File: config.mk
export PLATFORM = sky130hd
export DESIGN_NAME = mrem_core
export DESIGN_NICKNAME = d
export VERILOG_FILES = /design/src/core/mrem_pkg.sv /design/src/core/mrem_throttle.sv /design/src/core/mrem_core.sv
export VERILOG_INCLUDE_DIRS = /design/src /design/src/core
export SDC_FILE = /design/constraint.sdc
export NUM_CORES = 1
export LEC_CHECK = 0
export BUFFER_PORTS_ARGS = -buffer_cell sky130_fd_sc_hd__buf_2
export CAP_MARGIN = 5
export CORE_MARGIN = 4
export CORE_UTILIZATION = 50
export DETAILED_ROUTE_END_ITERATION = 12
export GPL_TIMING_DRIVEN = 0
export PLACE_DENSITY = 0.83
export SYNTH_ARGS = -nofsm -noshare
export SYNTH_HDL_FRONTEND = slang
export SYNTH_SLANG_ARGS = --single-unit
File: constraint.sdc
create_clock -name clk -period 9.2 [get_ports clk]
set_clock_uncertainty 0.2 [all_clocks]
set_input_delay 0 -clock clk [delete_from_list [all_inputs] [get_ports clk]]
set_output_delay 0 -clock clk [all_outputs]
set_load 0.005 [all_outputs]
File: src/core/mrem_regs.svh
`ifndef MREM_REGS_SVH
`define MREM_REGS_SVH
// Errors in one hour that shut reporting off
`define MREM_ERR_LIMIT        8'h0A
// Clocks between two scrub reads
`define MREM_SCRUB_INTERVAL   32'h0000_8000
// Error type index of correctable memory errors
`define MREM_TYPE_CE          0
`define MREM_TYPE_SCRUB       1
`endif

File: src/core/mrem_pkg.sv
package mrem_pkg;
  typedef enum logic [4:0] {
    MREM_IDLE   = 5'h01,
    MREM_HOST   = 5'h02,
    MREM_MIRROR = 5'h04,
    MREM_SCRUB  = 5'h08,
    MREM_WBACK  = 5'h10
  } mrem_state_type;
  typedef enum logic [1:0] {
    MREM_MODE_PLAIN  = 2'h0,
    MREM_MODE_SPARE  = 2'h1,
    MREM_MODE_MIRROR = 2'h2
  } mrem_mode_type;
endpackage

File: src/core/mrem_throttle.sv
`timescale 1ns/1ns
`include "mrem_regs.svh"
// Per-type error counter with hourly window and one final shut-off event
module mrem_throttle #(
  parameter int CW = 8
) (
  input  wire logic clk,
  input  wire logic nrst,
  input  wire logic ce,
  input  wire logic hour_tick,
  input  wire logic err_evt,
  output logic      report_evt,
  output logic      off_evt,
  output logic      disabled
);
  logic [CW-1:0] cnt_r;
  logic [CW-1:0] cnt_nxt;
  logic          dis_r;
  logic          dis_nxt;
  logic          rep_r;
  logic          rep_nxt;
  logic          off_r;
  logic          off_nxt;

  // The limit of ten needs at least four counter bits
  if (CW < 4) begin : g_bad_cw
    $error("counter too narrow");
  end

  // Counting, window restart and shut-off
  always_comb begin
    cnt_nxt = cnt_r;
    dis_nxt = dis_r;
    rep_nxt = 1'b0;
    off_nxt = 1'b0;
    if (hour_tick && !dis_r) begin
      cnt_nxt = '0;
    end
    if (err_evt && !dis_r) begin
      cnt_nxt = (hour_tick ? CW'(0) : cnt_r) + CW'(1);
      if (cnt_nxt == CW'(`MREM_ERR_LIMIT)) begin
        dis_nxt = 1'b1;
        off_nxt = 1'b1;
      end else begin
        rep_nxt = 1'b1;
      end
    end
  end

  // Registers; the disable flag is cleared only by reboot reset, the count also by the hour tick
  always_ff @(posedge clk or negedge nrst) begin
    if (!nrst) begin
      cnt_r <= '0;
      dis_r <= 1'b0;
      rep_r <= 1'b0;
      off_r <= 1'b0;
    end else if (ce) begin
      cnt_r <= cnt_nxt;
      dis_r <= dis_nxt;
      rep_r <= rep_nxt;
      off_r <= off_nxt;
    end
  end

  assign report_evt = rep_r;
  assign off_evt    = off_r;
  assign disabled   = dis_r;

  AST_OFF_ONCE: assert property (@(posedge clk) disable iff (!nrst)
    (off_r && ce) |=> !off_r && dis_r) else $error("shut-off event repeated");
  AST_QUIET: assert property (@(posedge clk) disable iff (!nrst)
    $past(dis_r) |-> !rep_r) else $error("report after disable");
endmodule

File: src/core/mrem_core.sv
`timescale 1ns/1ns
`include "mrem_regs.svh"
// Contract
// - Every correctable error is corrected, and reported while reporting is on unless it comes from a mirror-copy read.
// - Ten correctable errors of one type in an hour turn reporting of that type off.
// - Once off, correction goes on but reports for that type stop for every DIMM.
// - Turning reporting off emits one final event saying so.
// - Only reset (reboot) re-enables reporting and clears the per-DIMM sparing counts.
// - The scrubber reads one DRAM location each time the scrub interval elapses.
// - A scrub read with a correctable error writes corrected data back in place.
// - A host read held by a scrub write-back is kept and served afterwards in order.
// - A primary DIMM whose error count passes the threshold is replaced by the spare.
// - Sparing and mirroring are never active together.
// - In mirroring every host write goes to primary and mirror locations.
// - In mirroring an uncorrectable read is answered from the mirror copy.
// - In mirroring only half of the memory is addressable.
module mrem_core #(
  parameter int AW       = 16,
  parameter int DW       = 64,
  parameter int NDIMM    = 4,
  parameter int DCW      = 8,
  parameter int INTERVAL = `MREM_SCRUB_INTERVAL
) (
  input  wire logic                     clk,
  input  wire logic                     nrst,
  input  wire logic                     ce,
  input  wire logic                     hour_tick,
  input  wire logic                     spare_en,
  input  wire logic                     mirror_en,
  input  wire logic [DCW-1:0]           spare_threshold,
  input  wire logic                     host_req,
  input  wire logic                     host_we,
  input  wire logic [AW-1:0]            host_addr,
  input  wire logic [DW-1:0]            host_wdata,
  output logic                          host_ready,
  output logic                          host_rvalid,
  output logic [DW-1:0]                 host_rdata,
  output logic                          host_addr_err,
  output logic                          mem_req,
  output logic                          mem_we,
  output logic [AW-1:0]                 mem_addr,
  output logic [DW-1:0]                 mem_wdata,
  output logic                          mem_use_spare,
  input  wire logic                     mem_ack,
  input  wire logic [DW-1:0]            mem_rdata,
  input  wire logic                     mem_ce_err,
  input  wire logic                     mem_ue_err,
  input  wire logic [DW-1:0]            mem_corr_data,
  output logic                          log_event,
  output logic                          log_off_event,
  output logic                          system_management_interrupt,
  output logic                          fatal_err,
  output logic [1:0]                    active_mode,
  output logic                          spare_active
);
  localparam int DIW = (NDIMM > 1) ? $clog2(NDIMM) : 1;

  // Refuse sizes the sequencer cannot serve
  if (AW < 4 || DW < 1 || NDIMM < 1 || DCW < 1 || INTERVAL < 2 || DIW >= AW) begin : g_bad_par
    $error("bad parameters");
  end

  mrem_pkg::mrem_state_type st_r, st_nxt;
  logic [31:0]   tmr_r, tmr_nxt;
  logic [AW-1:0] sc_addr_r, sc_addr_nxt;
  logic          sc_due_r, sc_due_nxt;
  logic [AW-1:0] ha_r, ha_nxt;
  logic          hwe_r, hwe_nxt;
  logic [DW-1:0] hwd_r, hwd_nxt;
  logic [DW-1:0] cd_r, cd_nxt;
  logic          rv_r, rv_nxt;
  logic [DW-1:0] rd_r, rd_nxt;
  logic          fat_r, fat_nxt;
  logic          mir_wr_r, mir_wr_nxt;
  logic          spare_r, spare_nxt;
  logic [DIW-1:0] bad_dimm_r, bad_dimm_nxt;
  logic [DCW-1:0] dcnt_r [NDIMM];
  logic [DCW-1:0] dcnt_nxt [NDIMM];
  logic          ce_hit;
  logic          sc_ce_hit;
  logic [1:0]    tdis;
  logic          mirror_on;
  logic          spare_mode;
  logic [DIW-1:0] dimm_of;

  // Mode selection: mirroring wins, spare mode is excluded then
  assign mirror_on  = mirror_en;
  assign spare_mode = spare_en && !mirror_en;
  assign active_mode = mirror_on ? mrem_pkg::MREM_MODE_MIRROR :
                       (spare_mode ? mrem_pkg::MREM_MODE_SPARE : mrem_pkg::MREM_MODE_PLAIN);

  // DIMM index from the top address bits of the current access
  assign dimm_of = mem_addr[AW-1 -: DIW];

  // Correctable events feeding the throttles
  assign ce_hit    = mem_ack && mem_ce_err && (st_r == mrem_pkg::MREM_HOST);
  assign sc_ce_hit = mem_ack && mem_ce_err && (st_r == mrem_pkg::MREM_SCRUB);

  // One throttle per tracked error type
  mrem_throttle #(.CW(8)) u_thr_ce (
    .clk        (clk),
    .nrst       (nrst),
    .ce         (ce),
    .hour_tick  (hour_tick),
    .err_evt    (ce_hit),
    .report_evt (log_event),
    .off_evt    (log_off_event),
    .disabled   (tdis[`MREM_TYPE_CE])
  );
  logic sc_rep;
  logic sc_off;
  mrem_throttle #(.CW(8)) u_thr_sc (
    .clk        (clk),
    .nrst       (nrst),
    .ce         (ce),
    .hour_tick  (hour_tick),
    .err_evt    (sc_ce_hit),
    .report_evt (sc_rep),
    .off_evt    (sc_off),
    .disabled   (tdis[`MREM_TYPE_SCRUB])
  );
  assign system_management_interrupt = log_event | log_off_event | sc_rep | sc_off;

  // Access sequencer, scrub timer and sparing counters
  always_comb begin
    st_nxt       = st_r;
    tmr_nxt      = tmr_r;
    sc_addr_nxt  = sc_addr_r;
    sc_due_nxt   = sc_due_r;
    ha_nxt       = ha_r;
    hwe_nxt      = hwe_r;
    hwd_nxt      = hwd_r;
    cd_nxt       = cd_r;
    rv_nxt       = 1'b0;
    rd_nxt       = rd_r;
    fat_nxt      = 1'b0;
    mir_wr_nxt   = mir_wr_r;
    spare_nxt    = spare_r;
    bad_dimm_nxt = bad_dimm_r;
    for (int i = 0; i < NDIMM; i++) begin
      dcnt_nxt[i] = dcnt_r[i];
    end
    if (tmr_r == 32'(INTERVAL - 1)) begin
      tmr_nxt    = '0;
      sc_due_nxt = 1'b1;
    end else begin
      tmr_nxt = tmr_r + 32'd1;
    end
    case (st_r)
      mrem_pkg::MREM_IDLE: begin
        if (sc_due_r) begin
          sc_due_nxt = 1'b0;
          st_nxt     = mrem_pkg::MREM_SCRUB;
        end else if (host_req && !host_addr_err) begin
          ha_nxt     = host_addr;
          hwe_nxt    = host_we;
          hwd_nxt    = host_wdata;
          mir_wr_nxt = 1'b0;
          st_nxt     = mrem_pkg::MREM_HOST;
        end
      end
      mrem_pkg::MREM_HOST: begin
        if (mem_ack) begin
          if (hwe_r) begin
            if (mirror_on && !mir_wr_r) begin
              mir_wr_nxt = 1'b1;
            end else begin
              st_nxt = mrem_pkg::MREM_IDLE;
            end
          end else if (mem_ue_err && mirror_on) begin
            st_nxt = mrem_pkg::MREM_MIRROR;
          end else begin
            rv_nxt = 1'b1;
            rd_nxt = mem_ce_err ? mem_corr_data : mem_rdata;
            fat_nxt = mem_ue_err;
            st_nxt  = mrem_pkg::MREM_IDLE;
          end
          if (mem_ce_err && spare_mode && !spare_r) begin
            dcnt_nxt[dimm_of] = dcnt_r[dimm_of] + DCW'(1);
            if (dcnt_r[dimm_of] >= spare_threshold) begin
              spare_nxt    = 1'b1;
              bad_dimm_nxt = dimm_of;
            end
          end
        end
      end
      mrem_pkg::MREM_MIRROR: begin
        if (mem_ack) begin
          rv_nxt  = 1'b1;
          rd_nxt  = mem_ce_err ? mem_corr_data : mem_rdata;
          fat_nxt = mem_ue_err;
          st_nxt  = mrem_pkg::MREM_IDLE;
        end
      end
      mrem_pkg::MREM_SCRUB: begin
        if (mem_ack) begin
          if (mem_ce_err) begin
            cd_nxt = mem_corr_data;
            st_nxt = mrem_pkg::MREM_WBACK;
          end else begin
            sc_addr_nxt = sc_addr_r + AW'(1);
            st_nxt      = mrem_pkg::MREM_IDLE;
          end
        end
      end
      mrem_pkg::MREM_WBACK: begin
        if (mem_ack) begin
          sc_addr_nxt = sc_addr_r + AW'(1);
          st_nxt      = mrem_pkg::MREM_IDLE;
        end
      end
      default: st_nxt = mrem_pkg::MREM_IDLE;
    endcase
  end

  // State registers
  always_ff @(posedge clk or negedge nrst) begin
    if (!nrst) begin
      st_r       <= mrem_pkg::MREM_IDLE;
      tmr_r      <= '0;
      sc_addr_r  <= '0;
      sc_due_r   <= 1'b0;
      ha_r       <= '0;
      hwe_r      <= 1'b0;
      hwd_r      <= '0;
      cd_r       <= '0;
      rv_r       <= 1'b0;
      rd_r       <= '0;
      fat_r      <= 1'b0;
      mir_wr_r   <= 1'b0;
      spare_r    <= 1'b0;
      bad_dimm_r <= '0;
      for (int i = 0; i < NDIMM; i++) begin
        dcnt_r[i] <= '0;
      end
    end else if (ce) begin
      st_r       <= st_nxt;
      tmr_r      <= tmr_nxt;
      sc_addr_r  <= sc_addr_nxt;
      sc_due_r   <= sc_due_nxt;
      ha_r       <= ha_nxt;
      hwe_r      <= hwe_nxt;
      hwd_r      <= hwd_nxt;
      cd_r       <= cd_nxt;
      rv_r       <= rv_nxt;
      rd_r       <= rd_nxt;
      fat_r      <= fat_nxt;
      mir_wr_r   <= mir_wr_nxt;
      spare_r    <= spare_nxt;
      bad_dimm_r <= bad_dimm_nxt;
      for (int i = 0; i < NDIMM; i++) begin
        dcnt_r[i] <= dcnt_nxt[i];
      end
    end
  end

  // Host side: taken only in idle with no scrub pending
  assign host_ready    = ce && (st_r == mrem_pkg::MREM_IDLE) && !sc_due_r;
  assign host_addr_err = mirror_on && host_addr[AW-1];
  assign host_rvalid   = rv_r;
  assign host_rdata    = rd_r;
  assign fatal_err     = fat_r;
  assign spare_active  = spare_r && spare_mode;

  // Memory side; the mirror copy lives in the upper half
  always_comb begin
    mem_req   = 1'b0;
    mem_we    = 1'b0;
    mem_addr  = ha_r;
    mem_wdata = hwd_r;
    case (st_r)
      mrem_pkg::MREM_HOST: begin
        mem_req  = 1'b1;
        mem_we   = hwe_r;
        mem_addr = mirror_on ? {mir_wr_r, ha_r[AW-2:0]} : ha_r;
      end
      mrem_pkg::MREM_MIRROR: begin
        mem_req  = 1'b1;
        mem_addr = {1'b1, ha_r[AW-2:0]};
      end
      mrem_pkg::MREM_SCRUB: begin
        mem_req  = 1'b1;
        mem_addr = sc_addr_r;
      end
      mrem_pkg::MREM_WBACK: begin
        mem_req   = 1'b1;
        mem_we    = 1'b1;
        mem_addr  = sc_addr_r;
        mem_wdata = cd_r;
      end
      default: mem_req = 1'b0;
    endcase
  end
  assign mem_use_spare = spare_active && (dimm_of == bad_dimm_r);

  AST_WBACK_SAME: assert property (@(posedge clk) disable iff (!nrst)
    (ce && st_r == mrem_pkg::MREM_SCRUB && mem_ack && mem_ce_err) |=>
      (st_r == mrem_pkg::MREM_WBACK && mem_we && mem_addr == $past(sc_addr_r)))
    else $error("scrub write-back missing");
  AST_MODES_EXCL: assert property (@(posedge clk) disable iff (!nrst)
    !(mirror_on && spare_active)) else $error("sparing and mirroring together");
  AST_HALF: assert property (@(posedge clk) disable iff (!nrst)
    (host_req && host_ready && host_addr_err) |=> st_r == mrem_pkg::MREM_IDLE)
    else $error("upper half accepted while mirroring");
  AST_NO_READY_WB: assert property (@(posedge clk) disable iff (!nrst)
    (st_r == mrem_pkg::MREM_WBACK) |-> !host_ready) else $error("host taken during write-back");
  AST_WRAP: assert property (@(posedge clk) disable iff (!nrst)
    (ce && mem_ack && sc_addr_r == '1 && (st_r == mrem_pkg::MREM_WBACK ||
      (st_r == mrem_pkg::MREM_SCRUB && !mem_ce_err))) |=> sc_addr_r == '0)
    else $error("scrub address did not wrap");
endmodule

==> qor.txt <==
Mapped Avg Cell Area: 9.757 µm²
post-synthesis sequential area ratio: 51.85%
Post-synth top cells: 466 x nand2_1, 322 x dfrtp_1, 116 x nor2_1
fraction of layout cells with a size suffix above 1: 25.94%
Antenna Nets Post-Route: 0
Max VDD drop: 0.0001806 V
H-tree levels: 2
Clock Tree Buf Depth: 3
placeable core area: 30670 µm²
Routed wire per std cell: 23.00 µm
number of global-route vias before repair: 16.71k
Syn Inst Count: 1598
max-cap violations: 0
Post-Route WL: 61510 µm
first-pass GRT wire length: 92850 µm
PnR Total Power: 5.691 mW
total global routing overflow: 0
most common cell in the netlist: nand2_1
Leakage: 10.89 nW
Post-DP Area: 18070 µm²
post-synthesis register bit count: 323
Starting Density: 50.84%
Fin Hold WS: -0.03356 ns
number of library cell types mapped by synthesis: 74
Clock Sinks: 323
clock-pin slew on the worst setup and hold paths: 0.06 ns
setup violators final: 0
kind of critical path: flop to flop
CTS root buf: clkbuf_16
Mapped Nets: 1840
FFs w/ async S/R, synth: 100.0%
Post-CTS Repair Setup Buffers: 0
TNS Setup: 0 ns
maximum clock frequency: 0.2388 GHz
Die Wd: 184.6 µm
Final period util: 45.52%
Worst Path Max Fanout: 10
# IOs: 384
PortBufs: 383
measured slew at the worst slew-check pin: 1.183 ns
fin crit period: 4.188 ns
Max Slew Vio Count: 0
Top FF cell, synth: dfrtp_1
CTS tree: done
Via density: 5.972
Die Span Y: 184.6 µm
Post-synth EDFFs: 0
area share of the largest cell type after synthesis: 51.68%
final net count: 2488
Syn. warnings: 0
count of final hold-check violations: 35
Worst Hold Class: primary input to async pin
Pwr Density: 264.3 nW/µm²
Synth-to-Final Area Change: 38.08%
DRC Markers: 0
via count: 15.97k
Finished Cell Area: 21530 µm²
DRT iter0 DRCs: 1697
Clock Latency Late Sink: 0.52 ns
largest net degree at the start of global routing: 120
most area-hungry cell type in the Yosys netlist: dfrtp_1
Post-Syn Area: 15590 µm²
CP Capture Type: flop
outcome: finished with violations
post-CTS sizing: 0
Final HPWL DP: 35970 µm
row count: 64
Critical Path Source Type: flop
initial antenna violation count: 6
DIE AREA: 34070 µm²
Global Route Usage Sum: 35.01%
GP Congestion: 0.9459
RSZ-0062 raised after global routing: false
violated checks: hold timing
top cells by area, synth: dfrtp_1 52%, nand2_1 11%, mux2_2 7.2%
Worst Path Required: 9.40 ns
Worst EP arrival: 4.38 ns
relative slew slack: 21.16%
cts bufs inserted: 37
drt pass-1 iters: 6
flip-flops by register name, summed over array words and instances (netlist names):
name	cells
cd_r	64
host_rdata	64
hwd_r	64
dcnt_r	32
tmr_r	32
ha_r	16
sc_addr_r	16
u_thr_ce.cnt_r	8
u_thr_sc.cnt_r	8
st_r	5
bad_dimm_r	2
fatal_err	1
host_rvalid	1
hwe_r	1
mir_wr_r	1
sc_due_r	1
spare_r	1
u_thr_ce.disabled	1
u_thr_ce.off_evt	1
u_thr_ce.report_evt	1
u_thr_sc.disabled	1
u_thr_sc.off_evt	1
u_thr_sc.report_evt	1
metal layers:
metal	wire length, µm	vias to the layer above	part of all wire, %	track usage, %
met2	28490	1313	46	55.85
li1	-	6670	-	-
met3	6953	434	11	10.03
met1	20780	7549	34	41.14
met5	12	-	0.020	0
met4	5269	2	8.6	23.69
repair_timing:
action | CTS | global route
hold endpoints to repair | 363 | 0
setup endpoints to repair | 0 | 0
hold buffers | 224 | 0
worst max-delay path, cell delays in order (launching register included):
cell	delay [ns]
dfrtp_1	0.42
buf_6	0.17
or3_4	0.36
nor3_4	0.26
nor2_2	0.08
inv_1	0.12
buf_6	0.20
buf_2	0.30
mux4_2	0.58
ha_1	0.30
a21o_1	0.16
a21oi_1	0.15
nor2b_1	0.06
o21ai_0	0.15
a211o_1	0.21
mux2_2	0.35
area by class of cell:
type                       count  area (µm²)
antenna                        7       17.52
tap                          396       495.5
clock buffer                  48        1027
sequential                   323        8084
timing repair buffer         609        4224
buffer                        78       374.1
clock inverter                16       172.7
multi-input combinational   1170        7033
inverter                      27       101.3
fill                        2043        9140
where the power goes:
| group | total, mW | switching [mW] | leakage, nW | internal, mW |
|---|---|---|---|---|
| Sequential | 2.28 | 0.372 | 4.19 | 1.91 |
| Clock | 1.50 | 0.627 | 0.584 | 0.874 |
| Combinational | 1.91 | 1.06 | 6.12 | 0.853 |
stage by stage:
stage | hold WS (ns) | util, % | setup slack, ns | instances
3_5_place_dp | -0.05683 | 58.92 | 5.037 | 2379
4_1_cts | 0.0005491 | 70.14 | 5.020 | 2667
2_1_floorplan | -0.4956 | - | 5.472 | 1598
6_report | -0.03356 | 70.20 | 5.012 | 2674
3_3_place_gp | 0.006000 | 58.71 | 1.798 | 2377
5_1_grt | 0.01394 | 70.17 | 4.790 | 2670
cells in the final DEF (no fill, tap or decap), drive strengths merged, types with 6 or more instances in the layout:
cell / Yosys / routed
a21oi: 76 / 76
a22o: 6 / 6
and3: 14 / 14
buf: 23 / 408
clkbuf: 55 / 103
clkinv: 0 / 7
dfrtp: 322 / 322
diode: 0 / 7
dlygate4sd3: 0 / 224
ha: 15 / 15
inv: 27 / 29
mux2: 100 / 100
mux2i: 76 / 76
nand2: 466 / 466
nand2b: 11 / 11
nand3: 45 / 45
nand4: 18 / 18
nor2: 117 / 117
nor2b: 6 / 6
nor3: 17 / 17
nor4: 9 / 9
o21ai: 41 / 41
or3: 13 / 13
xnor2: 45 / 45
xor2: 31 / 31
logic make-up (layout without fill, tap and decap cells):
| kind of cell | after synthesis | after routing | share of synthesized area (%) |
|---|---|---|---|
| adders and majority gates | 15 | 15 | 1.204 |
| xor gates and xnor gates | 76 | 76 | 4.317 |
| and+or+nand+nor | 735 | 735 | 20.43 |
| DFF | 323 | 323 | 51.85 |
| AOI/OAI and AO/OA | 163 | 163 | 6.331 |
| muxes | 181 | 181 | 12.82 |
| other | 0 | 7 | 0 |
| buffers and inverters | 105 | 778 | 3.049 |
worst paths after layout:
| kind | slack (ns) | from | depth (start not counted) | to |
|---|---|---|---|---|
| worst min-delay path | -0.03 | nrst | 2 | dcnt_r[16] |
| worst max-delay path | 5.01 | st_r[2] | 15 | bad_dimm_r[1] |
| worst min register to register | 0.27 | cd_r[9] | 2 | cd_r[9] |
| max in group asynchronous | 7.71 | nrst | 3 | hwd_r[52] |
| worst max register to register | 5.01 | st_r[2] | 15 | bad_dimm_r[1] |
| min in group clk | 0.01 | spare_threshold[4] | 6 | spare_r |
Note: power is estimated with default switching activity, not from simulation.
